### config.mk
export PLATFORM = sky130hd
export DESIGN_NAME = reset_strap_latch
export DESIGN_NICKNAME = d
export VERILOG_FILES = /design/src/strap_pkg.sv /design/src/reset_strap_latch.sv /design/src/strap_sync.sv
export SDC_FILE = /design/constraint.sdc
export NUM_CORES = 1
export LEC_CHECK = 0
export BUFFER_PORTS_ARGS = -buffer_cell sky130_fd_sc_hd__buf_2
export CELL_PAD_IN_SITES_DETAIL_PLACEMENT = 1
export CELL_PAD_IN_SITES_GLOBAL_PLACEMENT = 1
export CORE_UTILIZATION = 41
export CTS_CLUSTER_DIAMETER = 150
export DETAILED_ROUTE_END_ITERATION = 8
export PLACE_DENSITY_LB_ADDON = 0.1
export SYNTH_ARGS = -nofsm -noshare
export SYNTH_HDL_FRONTEND = slang
export SYNTH_HIERARCHICAL = 1
export SYNTH_SLANG_ARGS = --single-unit
### constraint.sdc
create_clock -name clk_sys_i -period 2.3 [get_ports clk_sys_i]
set_input_delay 0.46 -clock clk_sys_i [delete_from_list [all_inputs] [get_ports clk_sys_i]]
set_output_delay 0.46 -clock clk_sys_i [all_outputs]
set_load 0.01 [all_outputs]
### src/strap_pkg.sv
// package: strap capture constants and configuration types
package strap_pkg;

    // ==========================================================
    // widths and strap bit positions
    localparam int unsigned MA_WIDTH = 13;
    localparam int unsigned BIT_MFG_TEST_N = 8;
    localparam int unsigned BIT_XBUS_SEL = 7;
    localparam int unsigned BIT_NORMAL_ROM = 6;
    localparam int unsigned BIT_ROM_WIDTH_HI = 5;
    localparam int unsigned BIT_ROM_WIDTH_LO = 4;
    localparam int unsigned BIT_CLASS_SEL = 3;
    localparam int unsigned BIT_OHOLD_N = 2;

    // ==========================================================
    // reset values and encodings
    localparam logic [12:0] STRAP_RESET_VAL = 13'h1fff;
    localparam logic [23:0] CLASS_CODE_ONE = 24'hb4_0001;
    localparam logic [23:0] CLASS_CODE_ZERO = 24'h0e_0001;
    localparam logic [1:0] ROMW_CODE_8 = 2'h3;
    localparam logic [1:0] ROMW_CODE_16 = 2'h1;
    localparam logic [1:0] ROMW_CODE_32 = 2'h2;

    // ==========================================================
    // types
    typedef enum logic [1:0] {
        ROM_W8 = 2'b00,
        ROM_W16 = 2'b01,
        ROM_W32 = 2'b10,
        ROM_WRSV = 2'b11
    } rom_width_t;

    typedef struct packed {
        logic mfg_test_en;
        logic arbiter_sel;
        logic blank_rom_mode;
        rom_width_t rom_width;
        logic [23:0] class_code;
        logic ohold_test_en;
    } strap_cfg_t;

    typedef enum logic [1:0] {
        ST_RESET = 2'b00,
        ST_SAMPLE = 2'b01,
        ST_RUN = 2'b10
    } strap_state_t;

endpackage : strap_pkg

### src/reset_strap_latch.sv
// reset-time strap capture and configuration decode
`timescale 1ns/1ns

// How it works
// address pins are inputs during host reset; levels captured when reset releases
// after reset the address pins drive SDRAM row/column addresses
// undriven strap pins read as one via internal pull-up
// strap bit 8 zero enables manufacturer test mode
// strap bit 7 zero gives pin group to PCI arbiter, one to peripheral port
// strap bit 6 one refuses PCI access until host initialises control registers
// strap bit 6 zero is blank-ROM mode, PCI allowed before initialisation
// class code B40001h when strap bit 3 one, else 0E0001h
// strap bit 2 zero enables output-hold test mode
// ROM width strap: 11 byte, 01 word, 10 dword, 00 reserved
// configuration holds until the next host reset cycle
module reset_strap_latch
    import strap_pkg::*;
(
    input wire logic clk_sys_i,
    input wire logic arst_n_i,
    input wire logic host_side_reset_n_i,
    input wire logic [MA_WIDTH-1:0] memory_address_pins_i,
    input wire logic [MA_WIDTH-1:0] sdram_addr_i,
    input wire logic control_status_regs_init_i,
    input wire logic pci_access_req_i,
    output logic [MA_WIDTH-1:0] memory_address_pins_o,
    output logic [MA_WIDTH-1:0] memory_address_pins_oe_o,
    output strap_cfg_t cfg_o,
    output logic pci_access_allow_o,
    output logic pci_access_refuse_o,
    output logic cfg_valid_o
);

    logic [MA_WIDTH-1:0] pins_s;
    logic host_rst_n_s;
    logic capture_w;
    logic run_w;
    logic [MA_WIDTH-1:0] strap_r;
    strap_state_t state_r;
    strap_state_t state_nxt;
    logic init_done_r;
    strap_cfg_t cfg_nxt;
    rom_width_t romw;
    logic allow_nxt;

    // ==========================================================
    // input synchronisation
    // strap flops idle high
    strap_sync #(
        .WIDTH(MA_WIDTH),
        .IDLE_VAL(1'b1)
    ) u_sync (
        .clk_sys_i(clk_sys_i),
        .arst_n_i(arst_n_i),
        .async_i(memory_address_pins_i),
        .sync_o(pins_s)
    );

    // ==========================================================
    // host reset synchronisation
    // idles in host reset
    strap_sync #(
        .WIDTH(1),
        .IDLE_VAL(1'b0)
    ) u_host_sync (
        .clk_sys_i(clk_sys_i),
        .arst_n_i(arst_n_i),
        .async_i(host_side_reset_n_i),
        .sync_o(host_rst_n_s)
    );

    // ==========================================================
    // capture and run strobes
    // capture on release
    assign capture_w = (state_r == ST_RESET) && host_rst_n_s;
    assign run_w = (state_r == ST_RUN);

    // ==========================================================
    // sequencing: reset, one sample cycle at release, run
    always_comb begin
        state_nxt = state_r;
        case (state_r)
            ST_RESET: begin
                if (host_rst_n_s) begin
                    state_nxt = ST_SAMPLE;
                end
            end
            ST_SAMPLE: begin
                state_nxt = host_rst_n_s ? ST_RUN : ST_RESET;
            end
            ST_RUN: begin
                if (!host_rst_n_s) begin
                    state_nxt = ST_RESET;
                end
            end
            default: begin
                state_nxt = ST_RESET;
            end
        endcase
    end

    always_ff @(posedge clk_sys_i or negedge arst_n_i) begin
        if (!arst_n_i) begin
            state_r <= ST_RESET;
        end else begin
            state_r <= state_nxt;
        end
    end

    // ==========================================================
    // strap capture
    always_ff @(posedge clk_sys_i or negedge arst_n_i) begin
        if (!arst_n_i) begin
            // pull-up default
            strap_r <= STRAP_RESET_VAL;
        // capture at release
        end else if (capture_w) begin
            strap_r <= pins_s;
        end
        // otherwise held
    end

    // ==========================================================
    // configuration decode
    always_comb begin
        // width decode
        case (strap_r[BIT_ROM_WIDTH_HI:BIT_ROM_WIDTH_LO])
            ROMW_CODE_8: romw = ROM_W8;
            ROMW_CODE_16: romw = ROM_W16;
            ROMW_CODE_32: romw = ROM_W32;
            default: romw = ROM_WRSV;
        endcase
        // manufacturer test
        cfg_nxt.mfg_test_en = ~strap_r[BIT_MFG_TEST_N];
        // arbiter or peripheral port
        cfg_nxt.arbiter_sel = ~strap_r[BIT_XBUS_SEL];
        // blank rom mode
        cfg_nxt.blank_rom_mode = ~strap_r[BIT_NORMAL_ROM];
        cfg_nxt.rom_width = romw;
        // class code select
        cfg_nxt.class_code = strap_r[BIT_CLASS_SEL] ? CLASS_CODE_ONE : CLASS_CODE_ZERO;
        // output hold test
        cfg_nxt.ohold_test_en = ~strap_r[BIT_OHOLD_N];
    end

    always_ff @(posedge clk_sys_i or negedge arst_n_i) begin
        if (!arst_n_i) begin
            cfg_o <= '0;
        end else begin
            // follows held straps
            cfg_o <= cfg_nxt;
        end
    end

    // ==========================================================
    // configuration valid flag
    always_ff @(posedge clk_sys_i or negedge arst_n_i) begin
        if (!arst_n_i) begin
            cfg_valid_o <= 1'b0;
        end else begin
            // low in reset
            cfg_valid_o <= run_w;
        end
    end

    // ==========================================================
    // pci access gating
    always_ff @(posedge clk_sys_i or negedge arst_n_i) begin
        if (!arst_n_i) begin
            init_done_r <= 1'b0;
        end else if (!run_w) begin
            init_done_r <= 1'b0;
        end else if (control_status_regs_init_i) begin
            init_done_r <= 1'b1;
        end
    end

    always_comb begin
        // refuse until initialised
        // blank rom accepts early
        allow_nxt = run_w && (init_done_r || !strap_r[BIT_NORMAL_ROM]);
    end

    always_ff @(posedge clk_sys_i or negedge arst_n_i) begin
        if (!arst_n_i) begin
            pci_access_allow_o <= 1'b0;
        end else begin
            pci_access_allow_o <= allow_nxt;
        end
    end

    always_ff @(posedge clk_sys_i or negedge arst_n_i) begin
        if (!arst_n_i) begin
            pci_access_refuse_o <= 1'b0;
        end else begin
            // refused request flag
            pci_access_refuse_o <= pci_access_req_i && !allow_nxt;
        end
    end

    // ==========================================================
    // address pin direction, one flop pair per pin
    genvar pi;
    generate
        for (pi = 0; pi < MA_WIDTH; pi = pi + 1) begin : g_pin
            always_ff @(posedge clk_sys_i or negedge arst_n_i) begin
                if (!arst_n_i) begin
                    memory_address_pins_o[pi] <= 1'b0;
                    memory_address_pins_oe_o[pi] <= 1'b0;
                end else if (state_nxt == ST_RUN) begin
                    // drive sdram address
                    memory_address_pins_o[pi] <= sdram_addr_i[pi];
                    memory_address_pins_oe_o[pi] <= 1'b1;
                end else begin
                    // pins released as inputs
                    memory_address_pins_o[pi] <= 1'b0;
                    memory_address_pins_oe_o[pi] <= 1'b0;
                end
            end
        end
    endgenerate

endmodule : reset_strap_latch

### src/strap_sync.sv
// two-flop synchroniser for the strap pins and host reset
`timescale 1ns/1ns
module strap_sync
    import strap_pkg::*;
#(
    parameter int unsigned WIDTH = 14,
    parameter logic IDLE_VAL = 1'b1
) (
    input wire logic clk_sys_i,
    input wire logic arst_n_i,
    input wire logic [WIDTH-1:0] async_i,
    output logic [WIDTH-1:0] sync_o
);

    logic [WIDTH-1:0] meta_r;

    // ==========================================================
    // per-bit synchroniser, idles at the chosen reset level
    genvar gi;
    generate
        for (gi = 0; gi < WIDTH; gi = gi + 1) begin : g_bit
            always_ff @(posedge clk_sys_i or negedge arst_n_i) begin
                if (!arst_n_i) begin
                    meta_r[gi] <= IDLE_VAL;
                    sync_o[gi] <= IDLE_VAL;
                end else begin
                    meta_r[gi] <= async_i[gi];
                    sync_o[gi] <= meta_r[gi];
                end
            end
        end
    endgenerate

endmodule : strap_sync
==> reports/metrics.csv <==
metric;value;unit
count of final max-slew check failures;0;
drt drc;0;
Total Nets Final;212;
max-cap viol count;0;
clock tree from TritonCTS;done;
count of input and output buffers;66;
clock skew;0.0117;ns
top fanout value on the critical path;16;
Worst Setup End Kind;flip-flop;
Logic pwr share;19.7;%
RSZ-0062 raised after global routing;no;
leakage power summed over all cells;1.22;nW
number of H-tree branching levels;2;
IR drop worst, VDD;0.677;mV
vias in the first global route;1016;
actual slew at the worst max-slew pin;0.573;ns
Worst Path Required;2.53;ns
endpoint arrival time on the critical path;1.84;ns
critical path start-end classification;flip-flop to flip-flop;
number of clock buffers inserted by TritonCTS;5;
mean area per synthesized cell;15.1;µm²
overall routing resource usage;13.9;%
half-perimeter wire length after detailed placement;2.17;mm
total net switching power;0.000610;W
warning count from the yosys run;6;
Die H;69.9;µm
total via count in the routed design;975;
number of failing setup endpoints in the final timing report;0;
first-pass GRT wire length;5.10;mm
Max Root-Sink Buffers;2;
Setup Fix Bufs, Post-CTS;0;
status;finished, final reports clean;
antenna-violating nets left;0;
utilization after layout;50.9;%
Clk Latency, worst-skew pair;0.31;ns
Synth-to-Final Area Change;18.1;%
highest clock rate;0.624;GHz
number of cell rows;24;
hold buffer count at cts;0;
layout cell share with drive strength beyond 1;60.4;%
PostCTS Resize Cnt;0;
core area;4380;µm²
maximum number of pins on one net before global-route repair;29;
die area;4880;µm²
mean number of vias per cell;4.17;
number of clock sinks;52;
Post-Route Setup TNS;0;ns
design internal power;0.00164;W
die width;69.9;µm
number of top-level pins;90;
count of inserted antenna diode cells;0;
sort of element at the start of the critical path;flip-flop;
clock group share of total power;28.3;%
first-pass detailed-route iteration total;4;
post-layout min period;1.60;ns
final estimated routing congestion in global placement;0.680;
Initial Utilization;43.1;%
total wire length after detailed routing;3.09;mm
CTS clock-pin slew for the worst setup and hold paths;0.10;ns
Routed wire per std cell;13.2;µm
violation count after the first detailed-route iteration;36;
sequential share of power;52.0;%
fraction of power spent switching nets;27.1;%
number of hold violations in the final report;0;
overflow left after global routing;0;
total power per unit cell area;1010;nW/µm²
Worst Hold Class;input pin to async pin;
mapped cell area;1890;µm²
remaining max-slew budget at the tightest pin;61.8;%
number of antenna violations at the first check in global routing;0;
fin crit share;69.7;%
fill cell count;450;
Root Driver;clkbuf_8;
number of instances in the synthesized netlist;125;
==> worst max-delay path: stages, from the launching register on <==
cell and delay (ns):
dfrtp_1 0.61, nor3b_4 0.53, mux2_2 0.39
==> placed cells by master, fill, tap and decap left out <==
cell,n
a21boi_0,1
and2_1,1
and3b_1,8
and3b_2,5
buf_12,1
buf_2,66
buf_4,1
bufinv_16,1
clkbuf_8,5
clkinvlp_4,1
conb_1,18
dfrtp_1,31
dfstp_2,21
inv_1,7
inv_6,1
mux2_2,7
nand2b_1,1
nor2b_1,3
nor3b_4,1
o21a_1,1
xnor2_1,1
==> per-layer routing <==
layer  track usage (%)  share of wire [%]
met1              16.7                 40
met5                 0                  0
met2              22.9                 51
met3              5.63                7.4
met4              4.67                1.3
==> final cells by class <==
class | count | area, µm² | share of cell area [%]
multi-input cells | 47 | 340 | 15.2
well taps | 52 | 65.1 | 2.91
clock buffers | 5 | 68.8 | 3.08
flip-flops and latches | 52 | 1330 | 59.5
inverters | 7 | 26.3 | 1.18
repair buffers | 68 | 358 | 16.0
clock inverters | 3 | 46.3 | 2.07
==> stage by stage <==
stage               instances  cell area, µm²  total power, W  setup WS (ns)  hold slack (ns)
floorplan                 141            1950         0.00151           1.09            0.164
global route              234            2230         0.00237          0.583            0.165
global placement          226            2120         0.00161          0.784            0.334
finish                    234            2230         0.00225          0.698            0.136
detailed placement        226            2120         0.00164          0.708            0.338
CTS                       234            2230         0.00228          0.684            0.134
==> power by group through the flow <==
stage               logic [W]  clock network, W  registers (W)
finish               0.000443          0.000635        0.00117
detailed placement   0.000451                 0        0.00119
CTS                  0.000453          0.000656        0.00117
floorplan            0.000289                 0        0.00122
global route         0.000482          0.000698        0.00119
global placement     0.000436                 0        0.00118
==> sequential cells by signal (all words and copies together), names as in the netlist <==
signal	cells
init_done_r	1
cfg_valid_o	1
u_host_sync/sync_o	1
cfg_o	9
u_host_sync/meta_r	1
memory_address_pins_oe_o	1
strap_r	7
u_sync/meta_r	7
u_sync/sync_o	7
state_r	2
memory_address_pins_o	13
pci_access_refuse_o	1
pci_access_allow_o	1
==> worst paths after layout <==
| check | from | endpoint | slack [ns] | cells past startpoint |
|---|---|---|---|---|
| max | u_host_sync/sync_o | strap_r[4] | 0.70 | 2 |
| min reg2reg | u_sync/meta_r[8] | u_sync/sync_o[8] | 0.36 | 0 |
| max in group asynchronous | arst_n_i | u_sync/sync_o[4] | 1.53 | 2 |
| min in group clk_sys_i | memory_address_pins_i[3] | u_sync/meta_r[3] | 0.23 | 1 |
| min | arst_n_i | state_r[1] | 0.14 | 1 |
| max reg2reg | u_host_sync/sync_o | strap_r[4] | 0.70 | 2 |
Power figures use the tool's default switching activity.
